--- config.mk ---
export PLATFORM = sky130hd
export DESIGN_NAME = lsbd_top
export DESIGN_NICKNAME = d
export VERILOG_FILES = /design/src/hw/lsbd_pkg.sv /design/src/hw/lsbd_ram.sv /design/src/hw/lsbd_top.sv
export VERILOG_INCLUDE_DIRS = /design/src /design/src/hw
export SDC_FILE = /design/constraint.sdc
export NUM_CORES = 2
export LEC_CHECK = 0
export BUFFER_PORTS_ARGS = -buffer_cell sky130_fd_sc_hd__buf_2
export CELL_PAD_IN_SITES_DETAIL_PLACEMENT = 0
export CELL_PAD_IN_SITES_GLOBAL_PLACEMENT = 1
export CORE_ASPECT_RATIO = 1.75
export CORE_MARGIN = 2
export CORE_UTILIZATION = 45
export CTS_CLUSTER_SIZE = 20
export DETAILED_ROUTE_END_ITERATION = 8
export PLACE_DENSITY = 0.65
export SYNTH_ARGS = -nofsm -noshare
export SYNTH_HDL_FRONTEND = slang
export SYNTH_SLANG_ARGS = --single-unit
--- constraint.sdc ---
create_clock -name CLOCK -period 4.1 [get_ports CLOCK]
set_clock_uncertainty 0.15 [all_clocks]
set_input_delay 0.41 -clock CLOCK [delete_from_list [all_inputs] [get_ports CLOCK]]
set_output_delay 0.41 -clock CLOCK [all_outputs]
set_load 0.01 [all_outputs]
--- src/hw/lsbd_map.svh ---
// Register layout, control codes and size constants for the local SRAM decode.
`ifndef LSBD_MAP_SVH
`define LSBD_MAP_SVH
`define LSBD_CREG_SRAM_BASE 12'hc04
`define LSBD_BIT_VALID 0
`define LSBD_BIT_UD 1
`define LSBD_BIT_UC 2
`define LSBD_BIT_SD 3
`define LSBD_BIT_SC 4
`define LSBD_BIT_CI 5
`define LSBD_BIT_WP 8
`define LSBD_BASE_LSB 9
`define LSBD_IMPL_MASK 32'hffffff3f
`define LSBD_SIZE_LONG 2'h0
`define LSBD_SIZE_BYTE 2'h1
`define LSBD_SIZE_WORD 2'h2
`define LSBD_SPACE_UD 3'h0
`define LSBD_SPACE_UC 3'h1
`define LSBD_SPACE_SD 3'h2
`define LSBD_SPACE_SC 3'h3
`define LSBD_SPACE_CI 3'h4
`endif

--- src/hw/lsbd_pkg.sv ---
// Types shared by the local SRAM decode files.
package lsbd_pkg;
    typedef enum logic [1:0] {
        LSBD_IDLE = 2'b00,
        LSBD_DONE = 2'b01,
        LSBD_EXT = 2'b10,
        LSBD_ERR = 2'b11
    } lsbd_resp_t;
endpackage

--- src/hw/lsbd_ram.sv ---
// Single-cycle 128 x 32 SRAM array with byte write enables.
`timescale 1ns/1ps
module lsbd_ram #(
    parameter int WORDS = 128,
    parameter int AW = 7
) (
    input wire logic clk, // Processor clock.
    input wire logic en, // Array enable.
    input wire logic we, // Write strobe.
    input wire logic [AW-1:0] addr, // Word index.
    input wire logic [3:0] be, // Byte lane enables.
    input wire logic [31:0] wdata, // Write data.
    output logic [31:0] rdata // Read data, same cycle; zero when idle.
);
    logic [31:0] mem [WORDS];

    // The word is only driven out while the array is enabled for a read.
    always_comb begin
        rdata = 32'h0;
        if (en && !we) begin
            rdata = mem[addr];
        end
    end

    // Contents are not reset; they hold whatever they had until written.
    genvar g;
    for (g = 0; g < 4; g++) begin : g_lane
        always_ff @(posedge clk) begin
            if (en && we && be[g]) begin
                mem[addr][g*8 +: 8] <= wdata[g*8 +: 8];
            end
        end
    end

endmodule

--- src/hw/lsbd_top.sv ---
// Local SRAM base decode: control register, hit logic and SRAM access.
`timescale 1ns/1ps
`include "lsbd_map.svh"
module lsbd_top #(
    parameter int WORDS = 128,
    parameter int AW = 7
) (
    input wire logic CLOCK, // Processor clock, 40 MHz.
    input wire logic NRST, // Asynchronous reset, active low.
    input wire logic REQ, // Local bus access request, one cycle.
    input wire logic [31:0] ADDR, // Byte address.
    input wire logic WRITE, // One for a write.
    input wire logic [1:0] SIZE, // 0 long, 1 byte, 2 word.
    input wire logic [2:0] SPACE, // Address space code.
    input wire logic [31:0] WDATA, // Write data, lane aligned.
    input wire logic CREG_WR, // Control register move strobe.
    input wire logic CREG_RD, // Control register read strobe.
    input wire logic [11:0] CREG_CODE, // Control register code.
    input wire logic [31:0] CREG_WDATA, // Control register write data.
    input wire logic SUPERVISOR, // Requester is in supervisor mode.
    input wire logic DEBUG_STATE, // Background debug state.
    input wire logic [31:0] ICACHE_DATA, // Instruction cache result.
    output logic [31:0] CREG_RDATA, // Control register read data.
    output logic RESP_DONE, // SRAM access completed.
    output logic RESP_EXT, // Access goes to the external bus.
    output logic RESP_ERR, // Write-protect access error.
    output logic [31:0] RDATA, // Read data to the requester.
    output logic CACHE_FILL_INH // Keep returned data out of the cache.
);
    lsbd_pkg::lsbd_resp_t resp_next;
    logic done_reg, ext_reg, err_reg;
    logic [31:0] rdata_reg, rdata_next;
    logic [31:0] base_cfg_reg, base_cfg_next;
    logic valid_reg, valid_next;
    logic [31:0] creg_rdata_reg, creg_rdata_next;
    logic cache_inh_reg, cache_inh_next;
    logic [31:0] ram_rdata;
    logic [31:0] sram_base_config;
    logic space_masked, addr_match, hit, space_idle, is_fetch;
    logic ram_en, ram_we;
    logic [3:0] be;
    logic creg_sel;

    // ==========================================================
    // Decode
    assign sram_base_config = {base_cfg_reg[31:1], valid_reg};
    assign creg_sel = (CREG_CODE == `LSBD_CREG_SRAM_BASE);
    assign is_fetch = (SPACE == `LSBD_SPACE_UC) ||
                      (SPACE == `LSBD_SPACE_SC);

    always_comb begin
        space_masked = 1'b1;
        case (SPACE)
            `LSBD_SPACE_UD: space_masked = sram_base_config[`LSBD_BIT_UD];
            `LSBD_SPACE_UC: space_masked = sram_base_config[`LSBD_BIT_UC];
            `LSBD_SPACE_SD: space_masked = sram_base_config[`LSBD_BIT_SD];
            `LSBD_SPACE_SC: space_masked = sram_base_config[`LSBD_BIT_SC];
            `LSBD_SPACE_CI: space_masked = sram_base_config[`LSBD_BIT_CI];
            default: space_masked = 1'b1;
        endcase
    end

    // Power saving: a class of access whose both masks are set never
    // enables the array, even for a stray match.
    always_comb begin
        if (is_fetch) begin
            space_idle = sram_base_config[`LSBD_BIT_SC] &&
                         sram_base_config[`LSBD_BIT_UC];
        end else begin
            space_idle = sram_base_config[`LSBD_BIT_SD] &&
                         sram_base_config[`LSBD_BIT_UD];
        end
    end

    assign addr_match = (ADDR[31:`LSBD_BASE_LSB] ==
                         sram_base_config[31:`LSBD_BASE_LSB]);
    assign hit = sram_base_config[`LSBD_BIT_VALID] && addr_match &&
                 !space_masked && !space_idle;
    // Core and debug requests share this port.
    assign ram_en = REQ && hit &&
                    !(WRITE && sram_base_config[`LSBD_BIT_WP]);
    assign ram_we = WRITE;

    always_comb begin
        be = 4'h0;
        case (SIZE)
            `LSBD_SIZE_LONG: be = 4'hf;
            `LSBD_SIZE_WORD: be = ADDR[1] ? 4'h3 : 4'hc;
            `LSBD_SIZE_BYTE: be = 4'h8 >> ADDR[1:0];
            default: be = 4'h0;
        endcase
    end

    // ==========================================================
    // SRAM array
    // Array is not cleared at reset.
    lsbd_ram #(
        .WORDS(WORDS),
        .AW(AW)
    ) u_ram (
        .clk(CLOCK),
        .en(ram_en),
        .we(ram_we),
        .addr(ADDR[AW+1:2]),
        .be(be),
        .wdata(WDATA),
        .rdata(ram_rdata)
    );

    // ==========================================================
    // Base register
    always_comb begin
        base_cfg_next = base_cfg_reg;
        valid_next = valid_reg;
        creg_rdata_next = 32'h0;
        if (CREG_WR && creg_sel && (SUPERVISOR || DEBUG_STATE)) begin
            base_cfg_next = CREG_WDATA & `LSBD_IMPL_MASK;
            valid_next = CREG_WDATA[`LSBD_BIT_VALID];
        end
        // Only background debug sees the value; software reads zero.
        if (CREG_RD && creg_sel && DEBUG_STATE) begin
            creg_rdata_next = sram_base_config & `LSBD_IMPL_MASK;
        end
        // No read-only register exists here, so no write lands elsewhere.
    end

    always_ff @(posedge CLOCK or negedge NRST) begin
        if (!NRST) begin
            valid_reg <= 1'b0;
            creg_rdata_reg <= 32'h0;
        end else begin
            valid_reg <= valid_next;
            creg_rdata_reg <= creg_rdata_next;
        end
    end

    // The remaining fields are left uninitialised at reset.
    always_ff @(posedge CLOCK) begin
        base_cfg_reg <= base_cfg_next;
    end

    // ==========================================================
    // Response
    always_comb begin
        resp_next = lsbd_pkg::LSBD_IDLE;
        rdata_next = 32'h0;
        cache_inh_next = 1'b0;
        if (REQ) begin
            if (!hit) begin
                resp_next = lsbd_pkg::LSBD_EXT;
                // A fetch outside the SRAM keeps the cache result.
                if (is_fetch && !WRITE) begin
                    rdata_next = ICACHE_DATA;
                end
            end else if (WRITE && sram_base_config[`LSBD_BIT_WP]) begin
                resp_next = lsbd_pkg::LSBD_ERR;
            end else begin
                resp_next = lsbd_pkg::LSBD_DONE;
                // SRAM data replaces the cache result on a hit.
                if (!WRITE) begin
                    rdata_next = ram_rdata;
                end
                cache_inh_next = !WRITE;
            end
        end
    end

    always_ff @(posedge CLOCK or negedge NRST) begin
        if (!NRST) begin
            done_reg <= 1'b0;
            ext_reg <= 1'b0;
            err_reg <= 1'b0;
            rdata_reg <= 32'h0;
            cache_inh_reg <= 1'b0;
        end else begin
            done_reg <= (resp_next == lsbd_pkg::LSBD_DONE);
            ext_reg <= (resp_next == lsbd_pkg::LSBD_EXT);
            err_reg <= (resp_next == lsbd_pkg::LSBD_ERR);
            rdata_reg <= rdata_next;
            cache_inh_reg <= cache_inh_next;
        end
    end

    assign RESP_DONE = done_reg;
    assign RESP_EXT = ext_reg;
    assign RESP_ERR = err_reg;
    assign CREG_RDATA = creg_rdata_reg;
    assign CACHE_FILL_INH = cache_inh_reg;
    assign RDATA = rdata_reg;
endmodule
# Word level (Yosys, flattened, before mapping)
# Memory sizes are Yosys's and may differ from the RTL's.
# Cells that the tools add are included.
[classes] n_mul=0 reduce_logical=27 n_shift=1 muxes=25 n_lt_le_gt_ge=0 div=0 bitwise_logic=0 add_sub_neg=0 n_eq_ne=11
[ops] op="32-bit two-way mux" n=7
[ops] op="23-bit == test" n=1
[ops] op="1-bit logical AND" n=19
[ops] op="12-bit == test, second input constant" n=1
[ops] op="1-bit two-way mux" n=12
[ops] op="4-bit one-hot mux with 3 select lines" n=1
[ops] op="2-bit == test, second input constant" n=3
[ops] op="3-bit by 2-bit == test with 1-bit output, second input constant" n=2
[ops] op="2-bit two-way mux" n=3
[ops] op="1-bit one-hot mux with 5 select lines" n=1
[ops] op="2-bit by 1-bit == test with 1-bit output, second input constant" n=2
[ops] op="1-bit logical NOT" n=4
[ops] op="4-bit two-way mux" n=1
[ops] op="4-bit by 2-bit >> shifter with 4-bit output, first input constant" n=1
[ops] op="3-bit by 1-bit == test with 1-bit output, second input constant" n=1
[ops] op="3-bit == test, second input constant" n=1
[ops] op="3-bit logical NOT" n=1
[ops] op="2-bit logical NOT" n=1
[ops] op="1-bit logical OR" n=2
[word_totals] latch_bits=0 elab_cells=73 memories=1 ramBits=4096 mem_bits_ro=0 ff_bits=99 output_inout_bits=68 inputBits=153
[mem_list] name="u_ram.mem" words=128 word_bits=32 rd=1 rd_ports_with_merged_regs=0 write_ports=1 line_no="lsbd_ram.sv:15" text="logic [31:0] mem [WORDS];"

# Logic depth before layout (Yosys ltp)
[logic_depth] ltp_word=13 ltp_mapped=13

# Hierarchy
# A second synthesis with hierarchy kept.
[unflattened] hier_cells=9881 area_unflattened_um2=162676.0
[by_module_without_submodules] module="lsbd_ram" cells_per_inst=9569 n_inst=1 area_per_inst_um2=158723.5 seq_area_each_um2=122998.0
[by_module_without_submodules] module="lsbd_top" cells_per_inst=312 n_inst=1 area_per_inst_um2=3952.5 seq_area_each_um2=2547.4

# Worst setup path after synthesis
# OpenSTA, ideal clock, no wires.
[synth_timing] path_kind="input-to-reg" start="in SPACE[2]" end="mem u_ram.mem[101][24], enable pin" slack_ns=1.027 t_required_ns=3.580 arrival_ns=2.553 cell_stages=9 cell_sequence="and2b_1 > o2111ai_1 > or4_4 > nor3_2 > and4b_1 > o21ai_1 > buf_2 > buf_1 > nor2_1"
[synth_between] elab_chain_len=11 word_cells_on_any_way=18 classes_between="4 x eq/ne; 4 x mux; 10 x reduce/logical"
[synth_rtl] element="start: declaration" line_no="lsbd_top.sv:14" text="input wire logic [2:0] SPACE,"
[synth_rtl] element="3-bit == test (tied with other cells)" line_no="lsbd_top.sv:53" text="case (SPACE)"
[synth_rtl] element="1-bit one-hot mux with 5 select lines or 1-bit logical OR (tied branches)" line_no="lsbd_top.sv:53, lsbd_top.sv:48"
[synth_rtl] element="1-bit logical NOT or 1-bit two-way mux (tied branches)" line_no="lsbd_top.sv:78, lsbd_top.sv:66"
[synth_rtl] element="1-bit logical AND or 1-bit logical NOT (tied branches)" line_no="lsbd_top.sv:77, lsbd_top.sv:78"
[synth_rtl] element="1-bit logical AND *" line_no="lsbd_top.sv:77" text="assign hit = sram_base_config[`LSBD_BIT_VALID] && addr_match &&"
[synth_rtl] element="1-bit logical AND * (2 in series)" line_no="lsbd_top.sv:80" text="assign ram_en = REQ && hit &&"
[synth_rtl] element="1-bit logical AND * (2 in series)" line_no="lsbd_ram.sv:29" text="if (en && we && be[g]) begin"
[synth_rtl] element="1-bit two-way mux *" line_no="lsbd_ram.sv:29"
[synth_rtl] element="1-bit two-way mux (implied by the code) *" line_no="lsbd_ram.sv:30" text="mem[addr][g*8 +: 8] <= wdata[g*8 +: 8];"
[synth_rtl] element="end: declaration" line_no="lsbd_ram.sv:15"
# Mark *: on every way between the ends. The rest lies on a longest branch, timed or not.

# Worst setup path after layout
[layout_timing] start="reg base_cfg_reg[11]" end="reg rdata_reg[3] (netlist: RDATA[3])"
[layout_between] elab_chain_len=12
[layout_rtl] element="start: declaration" line_no="lsbd_top.sv:33" text="logic [31:0] base_cfg_reg, base_cfg_next;"
[layout_rtl] element="start signal: assignment" line_no="lsbd_top.sv:139" text="base_cfg_reg <= base_cfg_next;"
[layout_rtl] element="23-bit == test *" line_no="lsbd_top.sv:75" text="assign addr_match = (ADDR[31:`LSBD_BASE_LSB] =="
[layout_rtl] element="1-bit logical AND * (3 in series)" line_no="lsbd_top.sv:77"
[layout_rtl] element="1-bit logical AND (2 in series)" line_no="lsbd_top.sv:80"
[layout_rtl] element="1-bit logical AND" line_no="lsbd_ram.sv:20" text="if (en && !we) begin"
[layout_rtl] element="32-bit two-way mux" line_no="lsbd_ram.sv:20"
[layout_rtl] element="32-bit two-way mux" line_no="lsbd_top.sv:160" text="if (!WRITE) begin"
[layout_rtl] element="32-bit two-way mux" line_no="lsbd_top.sv:155" text="end else if (WRITE && sram_base_config[`LSBD_BIT_WP]) begin"
[layout_rtl] element="32-bit two-way mux *" line_no="lsbd_top.sv:149" text="if (!hit) begin"
[layout_rtl] element="32-bit two-way mux *" line_no="lsbd_top.sv:148" text="if (REQ) begin"
[layout_rtl] element="via rdata_next[3]" line_no="lsbd_top.sv:32" text="logic [31:0] rdata_reg, rdata_next;"
[layout_rtl] element="end signal: assignment" line_no="lsbd_top.sv:179" text="rdata_reg <= rdata_next;"
[layout_rtl] element="end: declaration" line_no="lsbd_top.sv:32"
# Mark *: on every way through the listed nets, which the timed path passes. The rest lies on a longest branch.
# A chain may end at the register's enable or synchronous reset.

==> metrics.md <==
| Metric | Value |
|---|---|
| Status | `finished, final reports clean` |
| Layout area overhead | `18.1%` |
| Hold path start | `WDATA[15]` |
| First-pass GRT wire length | `871,000 um` |
| Max-slew headroom | `8.15%` |
| Setup violations, final | `0` |
| Distinct cells, synth | `92` |
| Starting Density | `45.2%` |
| Mapped Area | `163,000 um2` |
| Commonest cells in the netlist | `edfxtp_1, nor2_1, o22ai_1` |
| Count leader, synth | `edfxtp_1` |
| CTS H-tree depth | `5` |
| Synth Register Bits | `4,192` |
| CTS tree | `built` |
| Predominant post-synthesis flop cell | `edfxtp_1` |
| Tcrit/Tclk final | `96.4%` |
| Seq/Total Area, Yosys | `77.0%` |
| Dpl cell area | `179,000 um2` |
| Cell Rows | `292` |
| Synth top area share | `76.0%` |
| IO buf count | `216` |
| GPL Wtd Cong | `0.950` |
| Die area | `367,000 um2` |
| Critical path's top delay family | `buffers and inverters` |
| Fillcell total | `28,900` |
| CTS buffer count | `371` |
| Hpwl dp | `437,000 um` |
| CP Launch Type | `register` |
| CTS Buffer Depth | `4` |
| WHS Endpoint | `u_ram.mem[84][15]` |
| Sink Count | `4,192` |
| Synthesized instance count | `9,380` |
| Top reg by flops | `u_ram.mem` |
| Routed WL per cell | `41.5 um` |
| Max Fclk | `253 MHz` |
| Crit path largest cell delay | `0.61 ns` |
| DRT iter0 DRCs | `16,400` |
| Tmin final | `3.95 ns` |
| Synth warnings | `0` |
| Vias per std cell | `6.61` |
| R2r setup slk | `0.15 ns` |
| Crit path cell chain | `xnor2_1 -> nand4_1 -> or4_4 -> dlygate4sd3_1 -> nor4_4 -> buf_12 -> o221ai_1 -> a2111oi_2 -> buf_4 -> a22o_1` |
| Worst-case reg-to-reg path depth | `10` |
| Power Dens Cells | `458 nW/um2` |
| # Post-CTS Setup Buffers | `0` |
| Crit path max fanout | `15` |
| WS Path Type | `reg -> reg` |
| Worst R2R Start | `base_cfg_reg[11]` |
| Slowest-stage cell, CP | `dlygate4sd3_1` |
| Fraction of layout cells with a size suffix above 1 | `26.2%` |
| DRT Pass-1 Iters | `8` |
| Initial antenna violation count | `59` |
| Unrepaired setup endpoints after global routing | `false` |
| Hold Path Class | `in -> reg` |
| Design area | `192,000 um2` |
| Worst Hold Depth | `1` |
| Post-synth EDFFs | `4,125` |
| CP Capture Type | `register` |
| Number of global-route vias before repair | `101,000` |
| CP Buf/Inv Count | `3` |
| Top post-synthesis cells by area | `edfxtp_1, mux2_2, o22ai_1, mux2i_1, o221ai_1` |
| Final Max Slew Viols | `0` |
| IO Pins | `221` |
| Routed Wire Length | `657,000 um` |
| Worst-path clk slew | `0.07 ns` |
| Max IR drop VDD | `383 uV` |
| Max Cap Viol | `0` |
| Reg-to-Reg End | `RDATA[3]` |
| Nets | `11,000` |
| Crit path DAT | `4.69 ns` |
| CP required | `4.84 ns` |
| Worst slew pin tran | `1.38 ns` |
| Final ANT Viol Nets | `0` |
| LEAKAGE | `63.2 nW` |
| Drc violations | `0` |
| Max reg flops | `4,096` |
| Via count | `105,000` |
| Final hold violations | `0` |
| Core area | `361,000 um2` |
| Biggest area consumer among synthesized cells | `edfxtp_1` |
| Total track usage | `35.0%` |
| Die Span Y | `800 um` |
| Total grt overflow | `0` |
| Root buf cell | `clkbuf_16` |
| Worst-Skew Late Latency | `0.98 ns` |
| Largest net degree at the start of global routing | `129` |
| Mean post-synth cell area | `17.4 um2` |
| FFs w/ async S/R, synth | `1.60%` |
| Chip Width | `459 um` |
| Util after Layout | `53.3%` |
worst max path at each step:
stage / start / endpoint / slack, ns / cells past startpoint
3_5_place_dp: ADDR[4] / RDATA[9] / -0.23 / 12
5_1_grt: base_cfg_reg[11] / u_ram.mem[89][7] / 0.04 / 9
6_report: base_cfg_reg[11] / RDATA[3] / 0.15 / 10
3_3_place_gp: ADDR[4] / RDATA[9] / -0.21 / 12
4_1_cts: base_cfg_reg[11] / u_ram.mem[10][24] / 0.14 / 9
2_1_floorplan: SPACE[2] / u_ram.mem[101][24] / 1.03 / 9
stage by stage:
stage          setup slack [ns]  std cells  total power [mW]  setup TNS, ns  hold slack [ns]
3_3_place_gp             -0.210      15000              53.5         -0.311            0.325
3_5_place_dp             -0.233      15000              53.5         -0.306            0.341
4_1_cts                   0.139      15800              88.2              0          0.00109
5_1_grt                  0.0433      15800              89.8              0           0.0378
2_1_floorplan              1.03       9381              50.2              0          -0.0356
6_report                  0.146      15900              88.2              0           0.0379
cells by family after synthesis:
group / after synthesis / synth area share, %
and+or+nand+nor: 1336 / 3.52
DFF: 4192 / 77.0
AOI/OAI and AO/OA: 2118 / 9.14
buffers and inverters: 681 / 2.37
muxes: 1029 / 7.83
xor gates and xnor gates: 23 / 0.124
other: 1 / 0.00230
worst reg2reg max path, stage by stage (launching register included):
cell and delay (ns):
edfxtp_1 0.40, xnor2_1 0.23, nand4_1 0.29, or4_4 0.52, dlygate4sd3_1 0.61, nor4_4 0.19, buf_12 0.34, o221ai_1 0.29
a2111oi_2 0.42, buf_4 0.29, a22o_1 0.16
cell type report:
type | count | area [um2] | share of cell area (%)
clock buffers | 442 | 9760 | 5.07
repair buffers | 1729 | 15100 | 7.84
inverters | 13 | 67.6 | 0.0351
clock inverters | 221 | 2090 | 1.09
flip-flops and latches | 4192 | 126000 | 65.2
multi-input cells | 4508 | 33900 | 17.6
diodes | 41 | 103 | 0.0533
well taps | 4704 | 5890 | 3.06
placed cells by master, fill, tap and decap left out, types with 32 or more instances in the layout:
cell type and n:
a2111oi_0 33, a211o_1 37, a211oi_1 87, a21oi_1 257
a221oi_1 35, a22oi_1 32, a2bb2oi_1 49, and2_1 32
buf_12 174, buf_2 178, buf_4 1242, bufinv_16 38
clkbuf_1 59, clkbuf_16 379, clkinv_1 76, clkinv_2 74
dfrtp_1 67, diode_2 41, dlygate4sd3_1 128, edfxtp_1 4125
mux2_2 545, mux2i_1 341, mux4_2 143, nand2_1 292
nor2_1 739, nor3_1 37, nor4_1 47, o211ai_1 55
o21ai_0 222, o221ai_1 376, o22a_1 46, o22ai_1 635
what timing repair did:
item	in CTS	in global routing
hold buffers	129	0
hold endpoints to repair	1824	0
endpoints found under the setup margin	0	16
gates resized for setup	0	4
per-layer routing:
layer / track usage, % / vias up / routed length (um)
li1: - / 41000 / -
met1: 41.5 / 54300 / 220000
met2: 54.9 / 7589 / 303000
met3: 6.90 / 1778 / 66600
met4: 30.0 / 46 / 66800
met5: 0 / - / 329
report_power, final:
part / leakage [nW] / internal, mW / switching, mW / total, mW
clock: 5.81 / 19.4 / 15.9 / 35.3
combinational: 19.4 / 1.76 / 4.08 / 5.84
sequential: 38.0 / 47.0 / 0.00408 / 47.0
Power figures use the tool's default switching activity.
